`config.mk`:
```
export PLATFORM = sky130hd
export DESIGN_NAME = event_counter_channel
export DESIGN_NICKNAME = d
export VERILOG_FILES = /design/src/verilog/event_counter_pkg.sv /design/src/verilog/pin_sync_edge.sv /design/src/verilog/event_counter_channel.sv
export VERILOG_INCLUDE_DIRS = /design/src /design/src/verilog
export SDC_FILE = /design/constraint.sdc
export NUM_CORES = 1
export LEC_CHECK = 0
export BUFFER_PORTS_ARGS = -buffer_cell sky130_fd_sc_hd__buf_4
export CAP_MARGIN = 10
export CORE_ASPECT_RATIO = 1.1
export CORE_MARGIN = 10
export CORE_UTILIZATION = 57
export DETAILED_ROUTE_END_ITERATION = 8
export PLACE_DENSITY = 0.94
export SYNTH_ARGS = -nofsm -noshare
export SYNTH_HDL_FRONTEND = slang
export SYNTH_SLANG_ARGS = --single-unit
```
`constraint.sdc`:
```
create_clock -name clk -period 2.5 [get_ports clk]
set_input_delay 0.125 -clock clk [delete_from_list [all_inputs] [get_ports clk]]
set_output_delay 0.125 -clock clk [all_outputs]
set_load 0.01 [all_outputs]
```
`src/verilog/event_counter_defs.svh`:
```
`ifndef EVENT_COUNTER_DEFS_SVH
`define EVENT_COUNTER_DEFS_SVH

`define CNT_WIDTH 16
`define CNT_MAX 16'hffff
`define CNT_MIN 16'h0000
`define CNT_RESET 16'h0000
`define CHANNEL_COUNT 5
`define LAST_CHANNEL 4
`define TWO_PHASE_FIRST 2
`define NORMAL_TWO_PHASE_LAST 3
`define X4_TWO_PHASE_FIRST 3
`define SYNC_STAGES 2

`endif

```
`src/verilog/event_counter_pkg.sv`:
```
package event_counter_pkg;

  typedef enum logic [1:0] {
    src_pin_type,
    src_companion_type,
    src_prev_type,
    src_next_type
  } count_source_type;

  typedef enum logic [1:0] {
    out_port_type,
    out_pulse_type,
    out_direction_type
  } out_function_type;

  typedef enum logic [1:0] {
    phase_single_type,
    phase_normal_type,
    phase_x4_type
  } phase_mode_type;

  typedef enum logic [1:0] {
    edge_falling_type,
    edge_rising_type
  } edge_select_type;

endpackage

```
`src/verilog/pin_sync_edge.sv`:
```
`timescale 1ns/10ps
`include "event_counter_defs.svh"

module pin_sync_edge (
  input wire logic clk,
  input wire logic rst_n,
  input wire logic pin_in,
  output logic level,
  output logic rise,
  output logic fall
);

  logic meta_reg;
  logic sync_reg;
  logic prev_reg;

  // First stage feeds only the second stage
  always_ff @(posedge clk or negedge rst_n) begin
    if (!rst_n) begin
      meta_reg <= 1'b0;
      sync_reg <= 1'b0;
      prev_reg <= 1'b0;
    end else begin
      meta_reg <= pin_in;
      sync_reg <= meta_reg;
      prev_reg <= sync_reg;
    end
  end

  assign level = sync_reg;
  assign rise = sync_reg & ~prev_reg;
  assign fall = ~sync_reg & prev_reg;

endmodule

```
`src/verilog/event_counter_channel.sv`:
```
`timescale 1ns/10ps
`include "event_counter_defs.svh"

module event_counter_channel
  import event_counter_pkg::*;
#(
  parameter int CHANNEL_INDEX = 2,
  parameter int WIDTH = `CNT_WIDTH
) (
  input wire logic clk,
  input wire logic resetn,
  input wire logic channel_run_bit,
  input wire logic [1:0] count_source,
  input wire logic [1:0] edge_select,
  input wire logic [1:0] out_function,
  input wire logic [1:0] phase_mode,
  input wire logic direction_up_sw,
  input wire logic direction_from_pin,
  input wire logic free_run,
  input wire logic companion_wrap,
  input wire logic prev_wrap,
  input wire logic next_wrap,
  input wire logic channel_input_pin,
  input wire logic channel_output_pin_in,
  output logic channel_output_pin_out,
  output logic channel_output_pin_oe_n,
  input wire logic reload_write,
  input wire logic [WIDTH-1:0] reload_write_data,
  output logic [WIDTH-1:0] counter_value,
  output logic [WIDTH-1:0] counter_reload_register,
  output logic counting,
  output logic wrap_event,
  output logic interrupt_request
);

  initial begin
    if (WIDTH != `CNT_WIDTH) $error("Counter width must be 16");
    if (CHANNEL_INDEX < 0 || CHANNEL_INDEX > `LAST_CHANNEL) $error("Channel index out of range");
  end

  localparam logic [WIDTH-1:0] MAX_VALUE = `CNT_MAX;
  localparam logic [WIDTH-1:0] MIN_VALUE = `CNT_MIN;
  localparam bit HAS_NORMAL = (CHANNEL_INDEX >= `TWO_PHASE_FIRST) &&
                              (CHANNEL_INDEX <= `NORMAL_TWO_PHASE_LAST);
  localparam bit HAS_X4 = (CHANNEL_INDEX >= `X4_TWO_PHASE_FIRST) && (CHANNEL_INDEX <= `LAST_CHANNEL);

  logic rst_meta_reg;
  logic rst_sync_reg;
  logic rst_n;

  // Reset released through two flops; asserted asynchronously
  always_ff @(posedge clk or negedge resetn) begin
    if (!resetn) begin
      rst_meta_reg <= 1'b0;
      rst_sync_reg <= 1'b0;
    end else begin
      rst_meta_reg <= 1'b1;
      rst_sync_reg <= rst_meta_reg;
    end
  end
  assign rst_n = rst_sync_reg;

  logic in_level;
  logic in_rise;
  logic in_fall;
  logic op_level;
  logic op_rise;
  logic op_fall;

  pin_sync_edge in_sync (
    .clk(clk),
    .rst_n(rst_n),
    .pin_in(channel_input_pin),
    .level(in_level),
    .rise(in_rise),
    .fall(in_fall)
  );

  pin_sync_edge out_sync (
    .clk(clk),
    .rst_n(rst_n),
    .pin_in(channel_output_pin_in),
    .level(op_level),
    .rise(op_rise),
    .fall(op_fall)
  );

  // Two-phase modes fall back to single-phase on channels without them
  logic normal_mode;
  logic x4_mode;
  logic single_mode;
  assign normal_mode = HAS_NORMAL && (phase_mode == phase_normal_type);
  assign x4_mode = HAS_X4 && (phase_mode == phase_x4_type);
  assign single_mode = !normal_mode && !x4_mode;

  logic single_event;
  logic single_up;
  logic pin_edge;
  logic dir_pin_active;

  always_comb begin
    pin_edge = (edge_select == edge_rising_type) ? in_rise : in_fall;
    case (count_source)
      src_pin_type: single_event = pin_edge;
      src_companion_type: single_event = companion_wrap;
      src_prev_type: single_event = prev_wrap;
      default: single_event = next_wrap;
    endcase
  end

  // Direction pin only valid when the output pin is configured as input
  assign dir_pin_active = direction_from_pin && (out_function == out_direction_type);
  assign single_up = dir_pin_active ? op_level : direction_up_sw;

  logic normal_event;
  logic normal_up;
  assign normal_event = op_level && (in_rise || in_fall);
  assign normal_up = in_rise;

  // Up when output leads: input edge matching output level order
  logic x4_event;
  logic x4_up;
  assign x4_event = in_rise || in_fall || op_rise || op_fall;
  always_comb begin
    if (in_rise || in_fall) begin
      x4_up = (in_level == op_level);
    end else begin
      x4_up = (in_level != op_level);
    end
  end

  logic count_event;
  logic count_up;
  always_comb begin
    if (normal_mode) begin
      count_event = normal_event;
      count_up = normal_up;
    end else if (x4_mode) begin
      count_event = x4_event;
      count_up = x4_up;
    end else begin
      count_event = single_event;
      count_up = single_up;
    end
  end

  logic step;
  logic wrap;
  assign step = channel_run_bit && count_event;
  assign wrap = step && (count_up ? (counter_value == MAX_VALUE) : (counter_value == MIN_VALUE));

  // Set by first counted event after start; clears when stopped
  logic started_reg;
  always_ff @(posedge clk or negedge rst_n) begin
    if (!rst_n) begin
      started_reg <= 1'b0;
    end else if (!channel_run_bit) begin
      started_reg <= 1'b0;
    end else if (step) begin
      started_reg <= 1'b1;
    end
  end

  always_ff @(posedge clk or negedge rst_n) begin
    if (!rst_n) begin
      counter_reload_register <= `CNT_RESET;
    end else if (reload_write) begin
      counter_reload_register <= reload_write_data;
    end
  end

  // A write racing the first event lands in the counter; the event is then lost
  always_ff @(posedge clk or negedge rst_n) begin
    if (!rst_n) begin
      counter_value <= `CNT_RESET;
    end else if (reload_write && !started_reg) begin
      counter_value <= reload_write_data;
    end else if (wrap && !free_run) begin
      counter_value <= counter_reload_register;
    end else if (step) begin
      counter_value <= count_up ? counter_value + 16'h0001 : counter_value - 16'h0001;
    end
  end

  logic pulse_reg;
  always_ff @(posedge clk or negedge rst_n) begin
    if (!rst_n) begin
      pulse_reg <= 1'b0;
    end else if (!channel_run_bit) begin
      pulse_reg <= 1'b0;
    end else if (wrap) begin
      pulse_reg <= ~pulse_reg;
    end
  end

  logic irq_reg;
  always_ff @(posedge clk or negedge rst_n) begin
    if (!rst_n) begin
      irq_reg <= 1'b0;
    end else begin
      irq_reg <= wrap;
    end
  end

  // Output pin driven only as pulse output in single-phase mode; otherwise left to the port
  assign channel_output_pin_out = pulse_reg;
  assign channel_output_pin_oe_n = !((out_function == out_pulse_type) && single_mode);
  assign counting = channel_run_bit;
  assign wrap_event = irq_reg;
  assign interrupt_request = irq_reg;

  a_irq_on_wrap: assert property (@(posedge clk) disable iff (!rst_n)
    wrap |=> interrupt_request) else $error("Interrupt missed a wrap");
  a_irq_cause: assert property (@(posedge clk) disable iff (!rst_n)
    interrupt_request |-> $past(wrap)) else $error("Interrupt without wrap");
  a_reload_on_wrap: assert property (@(posedge clk) disable iff (!rst_n)
    (wrap && !free_run && !(reload_write && !started_reg)) |=> counter_value == $past(counter_reload_register))
    else $error("Reload not loaded on wrap");
  a_free_run_wrap: assert property (@(posedge clk) disable iff (!rst_n)
    (wrap && free_run && count_up && started_reg) |=> counter_value == MIN_VALUE)
    else $error("Free run did not wrap to zero");
  a_halt_holds: assert property (@(posedge clk) disable iff (!rst_n)
    (!channel_run_bit && !reload_write) |=> $stable(counter_value)) else $error("Counter moved while stopped");
  a_early_write: assert property (@(posedge clk) disable iff (!rst_n)
    (reload_write && !started_reg) |=> counter_value == $past(reload_write_data))
    else $error("Early write missed counter");
  a_late_write: assert property (@(posedge clk) disable iff (!rst_n)
    (reload_write && started_reg && !step) |=> $stable(counter_value)) else $error("Late write hit counter");
  a_pulse_low_idle: assert property (@(posedge clk) disable iff (!rst_n)
    !channel_run_bit |=> !channel_output_pin_out) else $error("Pulse output high while stopped");
  a_pulse_toggle: assert property (@(posedge clk) disable iff (!rst_n)
    (wrap && channel_run_bit) |=> channel_output_pin_out != $past(channel_output_pin_out))
    else $error("Pulse output did not invert");
  a_up_count: assert property (@(posedge clk) disable iff (!rst_n)
    (step && count_up && !wrap && started_reg) |=> counter_value == $past(counter_value) + 16'h0001)
    else $error("Up count step wrong");

endmodule

```
Word-level counts from Yosys, hierarchy flattened --
Index checks and enable logic that the tools add are counted.
Operators by class: add/sub/neg operators 2, multiply operators 0, div/mod/pow operators 0, magnitude comparators 0, equal/unequal tests 9, shifts and indexed selects 0, mux-type cells 14, bitwise logic cells 5, reduce and logical (&&, ||, !) cells 15
Operator list (number):
- $mux W16 | 4
- $add A16 B1 Y16 const B | 1
- $eq A16 B16 Y1 const B | 1
- $logic_not A16 Y1 | 1
- $sub A16 B1 Y16 const B | 1
- $mux W1 | 9
- $eq A2 B1 Y1 const B | 4
- $logic_and A1 B1 Y1 | 7
- $eq A2 B2 Y1 const B | 2
- $logic_not A1 Y1 | 4
- $ne A2 B1 Y1 const B | 2
- $not A1 Y1 | 3
- $pmux W1 S3 | 1
- $reduce_bool A3 Y1 | 1
- $and A1 B1 Y1 | 2
- $logic_not A2 Y1 | 1
- $logic_or A1 B1 Y1 | 1
Word-level totals: register bits after elaboration 42, bits in latches 0, bits in writable memories 0, memory bits (read-only) 0, input port bits 36, output and inout port bits 37, logic and storage cells 57, memories 0

Depth between registers and ports, before layout --
Gate-level depths: netlist of run 1.
depth after elaboration 10, depth in mapped cells 12, mapped depth without buffers 12

Hierarchy --
Synthesis of run 1 repeated with hierarchy kept, for this count alone.
Unflattened totals: cells, all modules 263, area, all modules 2538.7 µm²
Modules (own cells, without submodules):
- event_counter_channel | times used 1, cells an instance 253, area each 2358.5 µm², seq. area each 925.9 µm²
- pin_sync_edge | times used 2, cells an instance 5, area each 90.1 µm², seq. area each 75.1 µm²

Worst setup path before layout of run 1 --
No wires, ideal clock.
path kind register to register, start point register in_sync.sync_reg, in the netlist in_sync.level, end point register counter_value[8], setup time 87 ps, arrival time 2645 ps, required time 2413 ps, path slack -232 ps, cell stages (with the launch flop) 12, buffers on the path 0, clock period less this slack 2732 ps, cell sequence dfrtp_1 > ha_1 > nor3b_2 > nor2_1 > xnor2_1 > ha_1 > nor2_1 > nand3b_1 > a2111oi_0 > o21a_1 > o21ai_0 > o211ai_1
Between the ends: word-level cells in the longest chain between the ends 10, elaborated cells between the ends (all ways) 18, those cells by class 9 x mux; 3 x bitwise; 6 x reduce/logical
RTL lines:
- from (decl) | RTL line pin_sync_edge.sv:14 | logic sync_reg;
- from (signal assigned) | RTL line pin_sync_edge.sv:25 | sync_reg <= meta_reg;
- $not A1 Y1 | RTL line pin_sync_edge.sv:32 | assign fall = ~sync_reg & prev_reg;
- $and A1 B1 Y1 | RTL line pin_sync_edge.sv:32
- $mux W1 or $logic_or A1 B1 Y1 (tied branches)
- $pmux W1 S3 or $logic_and A1 B1 Y1 (tied branches) | RTL line event_counter_channel.sv:103, event_counter_channel.sv:117
- $mux W1 | RTL line event_counter_channel.sv:135 | if (normal_mode) begin
- $logic_and A1 B1 Y1 | RTL line event_counter_channel.sv:149 | assign step = channel_run_bit && count_event;
- $logic_and A1 B1 Y1 | RTL line event_counter_channel.sv:150 | assign wrap = step && (count_up ? (counter_value == MAX_VALUE) : (counter_value == MIN_VALUE));
- $logic_and A1 B1 Y1 | RTL line event_counter_channel.sv:178 | end else if (wrap && !free_run) begin
- $mux W16 | RTL line event_counter_channel.sv:178
- $mux W16 | RTL line event_counter_channel.sv:176 | end else if (reload_write && !started_reg) begin
- to (signal assigned) | RTL line event_counter_channel.sv:175 | counter_value <= `CNT_RESET;
- to (signal assigned) | RTL line event_counter_channel.sv:177 | counter_value <= reload_write_data;
- to (signal assigned) | RTL line event_counter_channel.sv:179 | counter_value <= counter_reload_register;
- to (decl) | RTL line event_counter_channel.sv:29 | output logic [WIDTH-1:0] counter_value,
Several ways; a longest one is shown, not always the timed one. The select of a mux whose other input is x is not followed. A chain may end at the register's enable or synchronous reset.

Final worst setup path of run 1 --
start point register in_sync.sync_reg, in the netlist in_sync.level, end point register counter_value[10]
The elaborated chain is that of the path after synthesis.

==> flow_metrics.env, run 1 <==
export IMPL_status="finished clean"
export IMPL_max_clock_freq_ghz=0.414
export IMPL_antenna_found_initial=0
export IMPL_fin_nets=421
export IMPL_fin_crit_sh=0.966
export IMPL_ys_seq_elements=42
export IMPL_die_w_um=86.5
export IMPL_whs_ns=0.0474
export IMPL_drive_gt1_frac=0.392
export IMPL_dp_hpwl_um=6310
export IMPL_power_frac_seq=0.395
export IMPL_synth_edf_count=0
export IMPL_ys_seq_area_frac=0.379
export IMPL_dr_pass1_iters=5
export IMPL_clockBufferDepth=2
export IMPL_grt_max_degree=27
export IMPL_num_rows=26
export IMPL_cts_max_level=2
export IMPL_yosys_area_top_type="dfrtp_1"
export IMPL_synth_warnings=0
export IMPL_grt_overflow_total=0
export IMPL_coreArea_mm2=0.00468
export IMPL_yosys_top_cells_area="dfrtp_1 38%, mux2_2 5.7%, nand2_1 3.5%, o21ai_0 2.9%, xnor2_1 2.5%"
export IMPL_slew_viol_final=0
export IMPL_critical_path_arrival_ns=2.59
export IMPL_cts_buffers=5
export IMPL_syn_to_final_growth_pct=34.1
export IMPL_intPower_uw=1440
export IMPL_power_share_switching=0.350
export IMPL_cts_root_buf="clkbuf_8"
export IMPL_dpl_cell_area_mm2=0.00348
export IMPL_hold_viol=0
export IMPL_power_frac_comb=0.372
export IMPL_p_clk_frac=0.233
export IMPL_layout_min_cycle_time_ns=2.42
export IMPL_first_global_vias=2916
export IMPL_port_buffers=72
export IMPL_io_pin_count=73
export IMPL_required_ns=2.68
export IMPL_grt_pass1_wl_um=14000
export IMPL_setup_viol=0
export IMPL_synth_top_area_frac=0.379
export IMPL_syn_inst=294
export IMPL_wl_um=8860
export IMPL_setup_ws_ns=0.0847
export IMPL_gp_congestion=0.933
export IMPL_peakVddDrop_mv=0.458
export IMPL_rsz0062_at_grt="yes"
export IMPL_synth_ff_type="dfrtp_1"
export IMPL_clock_skew_ns=0.00352
export IMPL_grtUsageTotal=0.207
export IMPL_end_kind="flop"
export IMPL_slew_headroom=0.541
export IMPL_pwr_density_cell_mw_per_mm2=595
export IMPL_wl_per_cell_um=20.2
export IMPL_avgViaCountPerCell=6.52
export IMPL_clkTransAtPathRegs_ns=0.08
export IMPL_initial_core_util=0.592
export IMPL_power_uw=2220
export IMPL_route_detailed_drc=0
export IMPL_tightest_slew_ns=0.688
export IMPL_syn_num_nets=333
export IMPL_ys_types=65
export IMPL_largestRegisters="counter_reload_register x16, counter_value x16"
export IMPL_die_area_mm2=0.00806
export IMPL_switching_power_uw=775
export IMPL_drv_cap=0
export IMPL_async_reset_ff_frac=1.00
export IMPL_num_antenna_cells=0
export IMPL_hold_path_class="input port to flop"
export IMPL_final_cell_area_mm2=0.00372
export IMPL_syn_area_per_cell_um2=9.44
export IMPL_p_leak_uw=0.00160
export IMPL_clock_sinks=42
export IMPL_synth_area_mm2=0.00278
export IMPL_start_kind="flop"
export IMPL_clock_latency_ns=0.30
export IMPL_cts_tree="yes"
export IMPL_first_iter_violations=413
export IMPL_die_h_um=93.2
export IMPL_crit_fanout=3
export IMPL_post_place_ws_ns=0.000871
export IMPL_fin_util=0.794
export IMPL_path_class="flop to flop"
export IMPL_ant_nets=0
export IMPL_via_count=2861
==> layout by cell type, fill, tap and decap left out, types with 7 or more instances in the layout <==
master	count
dfrtp_1	42
nand4_1	7
nand3_1	10
mux2_2	14
o211ai_1	8
inv_1	14
nor3_1	9
nand2_1	26
clkbuf_8	8
nor2_1	15
buf_4	95
o21ai_0	15
==> power by group through the flow <==
stage / registers (uW) / logic [uW] / clock network [uW]
after floorplan: 910 / 395 / 0
after global placement: 869 / 750 / 0
after detailed placement: 878 / 773 / 0
after CTS: 869 / 790 / 527
after global routing: 887 / 884 / 543
final: 875 / 824 / 516
==> cell families (layout without fill, tap and decap cells) <==
kind of cell	Yosys count	after routing	synth area share
compound gates	77	77	0.217
xor+xnor	8	8	0.0252
fa+ha+maj	3	3	0.0135
buf+inv	33	122	0.0627
flops	42	42	0.379
mux	17	17	0.0676
other cells	1	1	0.00135
simple gates	113	113	0.234
==> timing repair <==
item                                   4_1_cts  5_1_grt
gates resized for setup                      3       13
endpoints found under the hold margin        4        0
setup endpoints to repair                    1        9
buffers inserted                             1        1
pin swaps                                    0        3
hold buffers                                 3        0
==> cell type report <==
cell class	count	area (um^2)
multi-input cells	219	1650
inverters	14	52.6
clock buffers	8	110
fillers	333	963
flip-flops and latches	42	1050
repair buffers	100	783
well taps	56	70.1
==> routing by layer <==
layer	track usage	wire length (um)	share of wire
met3	0.0599	887	0.10
met5	0	0	0
met4	0.0743	222	0.025
met1	0.243	3420	0.39
met2	0.349	4330	0.49
==> worst max-delay path, stage by stage (launching register included) <==
cell and delay, ns:
dfrtp_1 0.43, ha_4 0.19, nor3b_4 0.20, nor2_2 0.08, xnor2_2 0.14, ha_2 0.20, nor2_2 0.11, nand3b_1 0.20
buf_4 0.22, o31a_2 0.31, xnor2_2 0.13, o22ai_1 0.08
==> final timing paths <==
check	from	cells after the start	slack, ns	end
max reg2reg	in_sync.level	11	0.08	counter_value[10]
min reg2reg	rst_n	0	0.29	counter_value[11]
max	in_sync.level	11	0.08	counter_value[10]
min	reload_write_data[15]	3	0.05	counter_reload_register[15]
min in group asynchronous	resetn	2	0.14	rst_meta_reg
max in group asynchronous	rst_n	1	1.63	in_sync.level
==> through the flow <==
| step | setup TNS [ns] | std cells |
|---|---|---|
| 6_report | 0 | 439 |
| 2_1_floorplan | 0 | 294 |
| 5_1_grt | -0.0305 | 439 |
| 4_1_cts | 0 | 438 |
| 3_5_place_dp | 0 | 426 |
| 3_3_place_gp | 0 | 426 |
==> cell usage after synthesis, drive strengths merged (7+ instances only) <==
master / instances
nand2: 27
nand4: 7
nor2: 17
buf: 8
o21ai: 16
nand3: 12
clkbuf: 10
inv: 14
xnor2: 8
dfrtp: 42
o211ai: 9
mux2: 14
nor4: 10
nor3: 9
Power figures use the tool's default switching activity.
==> run 2: changes to the inputs <==
CORE_UTILIZATION = 56   (was 57)
SYNTH_HIERARCHICAL = 1   (was default)
==> flow_metrics.env, run 2 <==
export IMPL_status="finished with violations"
export IMPL_violations="setup timing"
export IMPL_syn_area_per_cell_um2=9.61
export IMPL_regArea_mm2=0.00105
export IMPL_dp_hpwl_um=5400
export IMPL_gp_congestion=0.963
export IMPL_critical_path_arrival_ns=3.12
export IMPL_num_antenna_cells=0
export IMPL_synth_warnings=6
export IMPL_wl_per_cell_um=20.2
export IMPL_grt_pass1_wl_um=12400
export IMPL_first_global_vias=2454
export IMPL_drive_gt1_frac=0.412
export IMPL_die_area_mm2=0.00754
export IMPL_port_buffers=72
export IMPL_synth_area_mm2=0.00250
export IMPL_tightest_slew_ns=0.578
export IMPL_final_common_cell="buf_4"
export IMPL_fin_crit_sh=1.17
export IMPL_wl_um=8100
export IMPL_layout_min_cycle_time_ns=2.93
export IMPL_via_count=2487
export IMPL_final_cell_area_mm2=0.00339
export IMPL_syn_num_nets=297
export IMPL_dpl_cell_area_mm2=0.00317
export IMPL_clock_latency_ns=0.30
export IMPL_drv_cap=0
export IMPL_first_iter_violations=393
export IMPL_cts_max_level=2
export IMPL_route_detailed_drc=0
export IMPL_cts_buffers=5
export IMPL_die_w_um=83.7
export IMPL_io_pin_count=73
export IMPL_clkTransAtPathRegs_ns=0.08
export IMPL_p_leak_uw=0.00150
export IMPL_crit_fanout=4
export IMPL_coreArea_mm2=0.00432
export IMPL_avgViaCountPerCell=6.20
export IMPL_die_h_um=90.1
export IMPL_end_kind="flop"
export IMPL_clock_skew_ns=0.00514
export IMPL_cts_root_buf="clkbuf_8"
export IMPL_grt_max_degree=41
export IMPL_clockBufferDepth=2
export IMPL_tns_ns=-1.77
export IMPL_slew_headroom=0.613
export IMPL_ant_nets=0
export IMPL_clock_sinks=42
export IMPL_multi_input_area_mm2=0.00138
export IMPL_peakVddDrop_mv=0.406
export IMPL_slew_viol_final=0
export IMPL_path_class="flop to flop"
export IMPL_rsz0062_at_grt="yes"
export IMPL_initial_core_util=0.579
export IMPL_fin_nets=383
export IMPL_dp_cells=387
export IMPL_pwr_density_cell_mw_per_mm2=681
export IMPL_hold_path_class="input port to flop"
export IMPL_final_cell_mix="99 x buf_4, 41 x dfrtp_1, 31 x nor2_1"
export IMPL_grtUsageTotal=0.197
export IMPL_required_ns=2.70
export IMPL_stdcell_count=401
export IMPL_hold_viol=0
export IMPL_dr_pass1_iters=5
export IMPL_start_kind="flop"
export IMPL_cts_tree="yes"
export IMPL_num_rows=25
export IMPL_fill_cells=279
export IMPL_setup_ws_ns=-0.426
export IMPL_syn_inst=260
export IMPL_setup_viol=10
export IMPL_largestRegisters="counter_reload_register x16, counter_value x16"
export IMPL_syn_to_final_growth_pct=35.9
export IMPL_max_clock_freq_ghz=0.342
export IMPL_antenna_found_initial=0
export IMPL_grt_overflow_total=0
export IMPL_power_uw=2310
## run 2: area by class of cell
type                    count  share of cell area
multi-input cells         192               0.407
repair buffers            102               0.228
well taps                  54              0.0199
flip-flops and latches     42               0.310
inverters                   3             0.00332
clock inverters             2              0.0111
clock buffers               6              0.0214
## run 2: where the power goes
part,internal (uW),switching [uW]
sequential,778,126
combinational,432,434
clock,298,244
## run 2: final timing paths
path | start | end | slack, ns | cells after the start
worst max-delay path | out_sync/level | counter_value[8] | -0.43 | 11
worst min register to register | rst_n | in_sync/meta_reg | 0.31 | 1
worst min-delay path | reload_write_data[6] | counter_reload_register[6] | 0.04 | 3
min in group asynchronous | resetn | rst_meta_reg | 0.13 | 2
worst max register to register | out_sync/level | counter_value[8] | -0.43 | 11
max in group asynchronous | rst_n | counter_value[6] | 1.82 | 1
## run 2: stage by stage
stage | utilization | setup slack [ns] | hold WS, ns
3_5_place_dp | 0.734 | -0.616 | -0.0922
5_1_grt | 0.786 | -0.536 | 0.0334
3_3_place_gp | 0.734 | -0.561 | -0.0927
6_report | 0.786 | -0.426 | 0.0392
4_1_cts | 0.775 | -0.424 | 0.0364
2_1_floorplan | - | -0.801 | -0.171
## run 2: routing by layer
layer	up-vias	track usage	wire, um
met5	-	0	0
met4	0	0.0880	242
met3	31	0.0496	753
met2	149	0.341	4190
met1	1195	0.220	2920
li1	1112	-	-
## run 2: worst max-delay path: stages, from the launching register on
cell and delay (ns):
dfrtp_1 0.38, or3_4 0.33, and3_4 0.20, xnor2_1 0.12, ha_2 0.17, or4_4 0.41
or2_4 0.28, nor3_4 0.14, mux2i_1 0.20, a21oi_1 0.06, a211o_1 0.26, o221a_2 0.26
## run 2: timing repair
action / 4_1_cts / 5_1_grt
hold buffers: 3 / 0
cloned: 0 / 0
gates resized for setup: 6 / 7
hold endpoints to repair: 4 / 0
setup endpoints to repair: 5 / 14
pin swaps: 1 / 4
buffers inserted: 1 / 2
==> run 3: changes to the inputs <==
CTS_CLUSTER_SIZE = 30   (was default)
PLACE_DENSITY = 0.95   (was 0.94)
==> flow_metrics.env, run 3 (synthesis gave the netlist of run 2 again) <==
export IMPL_cts_tree="yes"
export IMPL_pwr_density_cell_mw_per_mm2=669
export IMPL_die_w_um=83.7
export IMPL_hold_viol=0
export IMPL_wl_per_cell_um=21.0
export IMPL_syn_to_final_growth_pct=38.2
export IMPL_required_ns=2.70
export IMPL_clockBufferDepth=2
export IMPL_clock_sinks=42
export IMPL_antenna_found_initial=0
export IMPL_grt_max_degree=41
export IMPL_p_leak_uw=0.00154
export IMPL_end_kind="flop"
export IMPL_peakVddDrop_mv=0.449
export IMPL_critical_path_arrival_ns=3.22
export IMPL_max_clock_freq_ghz=0.332
export IMPL_route_detailed_drc=0
export IMPL_stdcell_count=407
export IMPL_path_class="flop to flop"
export IMPL_reg2reg_slack_ns=-0.51
export IMPL_dr_pass1_iters=6
export IMPL_tightest_slew_ns=0.523
export IMPL_via_count=2622
export IMPL_crit_fanout=3
export IMPL_slew_headroom=0.651
export IMPL_grtUsageTotal=0.207
export IMPL_cts_buffers=5
export IMPL_hold_start="reload_write_data[1]"
export IMPL_final_common_cell="buf_4"
export IMPL_slew_viol_final=0
export IMPL_port_buffers=72
export IMPL_status="finished with violations"
export IMPL_fill_cells=249
export IMPL_grt_pass1_wl_um=13200
export IMPL_num_antenna_cells=0
export IMPL_wl_um=8530
export IMPL_hold_path_class="input port to flop"
export IMPL_drv_cap=0
export IMPL_rr_worst_depth=11
export IMPL_multi_input_area_mm2=0.00141
export IMPL_dp_hpwl_um=5550
export IMPL_setup_viol=5
export IMPL_hold_path_cell_count=3
export IMPL_gp_congestion=0.942
export IMPL_die_h_um=90.1
export IMPL_whs_ns=0.0315
export IMPL_dp_cells=389
export IMPL_fin_crit_sh=1.21
export IMPL_avgViaCountPerCell=6.44
export IMPL_clock_latency_ns=0.31
export IMPL_initial_core_util=0.579
export IMPL_fin_nets=389
export IMPL_final_cell_mix="104 x buf_4, 42 x dfrtp_1, 29 x nor2_1"
export IMPL_coreArea_mm2=0.00432
export IMPL_clkTransAtPathRegs_ns=0.08
export IMPL_ant_nets=0
export IMPL_start_kind="flop"
export IMPL_r2r_start="out_sync/level"
export IMPL_violations="setup timing"
export IMPL_tns_ns=-1.76
export IMPL_cts_max_level=2
export IMPL_grt_overflow_total=0
export IMPL_first_global_vias=2661
export IMPL_setup_ws_ns=-0.515
export IMPL_clock_skew_ns=0.00658
export IMPL_layout_min_cycle_time_ns=3.01
export IMPL_first_iter_violations=405
export IMPL_power_uw=2310
export IMPL_fin_util=0.800
export IMPL_drive_gt1_frac=0.428
export IMPL_rsz0062_at_grt="yes"
export IMPL_crit_start="out_sync/level"
export IMPL_io_pin_count=73
export IMPL_largestRegisters="counter_reload_register x16, counter_value x16"
export IMPL_die_area_mm2=0.00754
export IMPL_cts_root_buf="clkbuf_8"
export IMPL_regArea_mm2=0.00105
export IMPL_num_rows=25
run 3: cell count changes in the layout (fill, tap and decap cells not counted), moves of 2 or more:
cell / change
buf_4: +5
nor3_1: -2
nor2_1: -2
nor3_2: +2
run 3: area by class of cell:
type | count | area share
Inverter | 3 | 0.00326
Clock inverter | 1 | 0.00145
Clock buffer | 7 | 0.0250
Timing Repair Buffer | 108 | 0.238
Multi-Input combinational cell | 192 | 0.408
Tap cell | 54 | 0.0196
Sequential cell | 42 | 0.304
run 3: worst paths after layout:
path / to
worst min-delay path: counter_value[1]
max in group asynchronous: counter_value[9]
worst max-delay path: counter_value[8]
worst min register to register: counter_value[3]
min in group asynchronous: rst_meta_reg
worst max register to register: counter_value[8]
run 3: per-layer routing:
metal,up-vias,share of wire,track usage
li1,1125,-,-
met1,1261,0.36,0.237
met2,190,0.51,0.348
met3,46,0.090,0.0532
met4,0,0.043,0.103
met5,-,0,0
run 3: what timing repair did:
item | 4_1_cts | 5_1_grt
resized for setup | 10 | 8
pin swaps | 6 | 4
setup buffers | 3 | 4
hold endpoints to repair | 4 | 0
endpoints found under the setup margin | 5 | 14
hold buffers | 3 | 0
run 3: per-stage QoR:
stage               setup slack [ns]  cell area (um^2)
detailed placement            -0.611              3180
global placement              -0.548              3180
floorplan                     -0.801              2510
finish                        -0.515              3450
global route                  -0.649              3450
CTS                           -0.429              3380
run 3: worst max-delay path, stage by stage (launching register included):
cell and delay [ns]:
dfrtp_1 0.38, or3_4 0.33, and3_4 0.21, xnor2_2 0.13, ha_2 0.19, or4_4 0.42
or2_4 0.27, nor3_4 0.14, mux2i_1 0.24, a21oi_1 0.07, a211o_1 0.26, o221a_2 0.26
run 3: report_power, final:
part	leakage [uW]	internal [uW]	switching [uW]
Clock	0.0000482	223	249
Sequential	0.000492	777	131
Combinational	0.000998	460	469
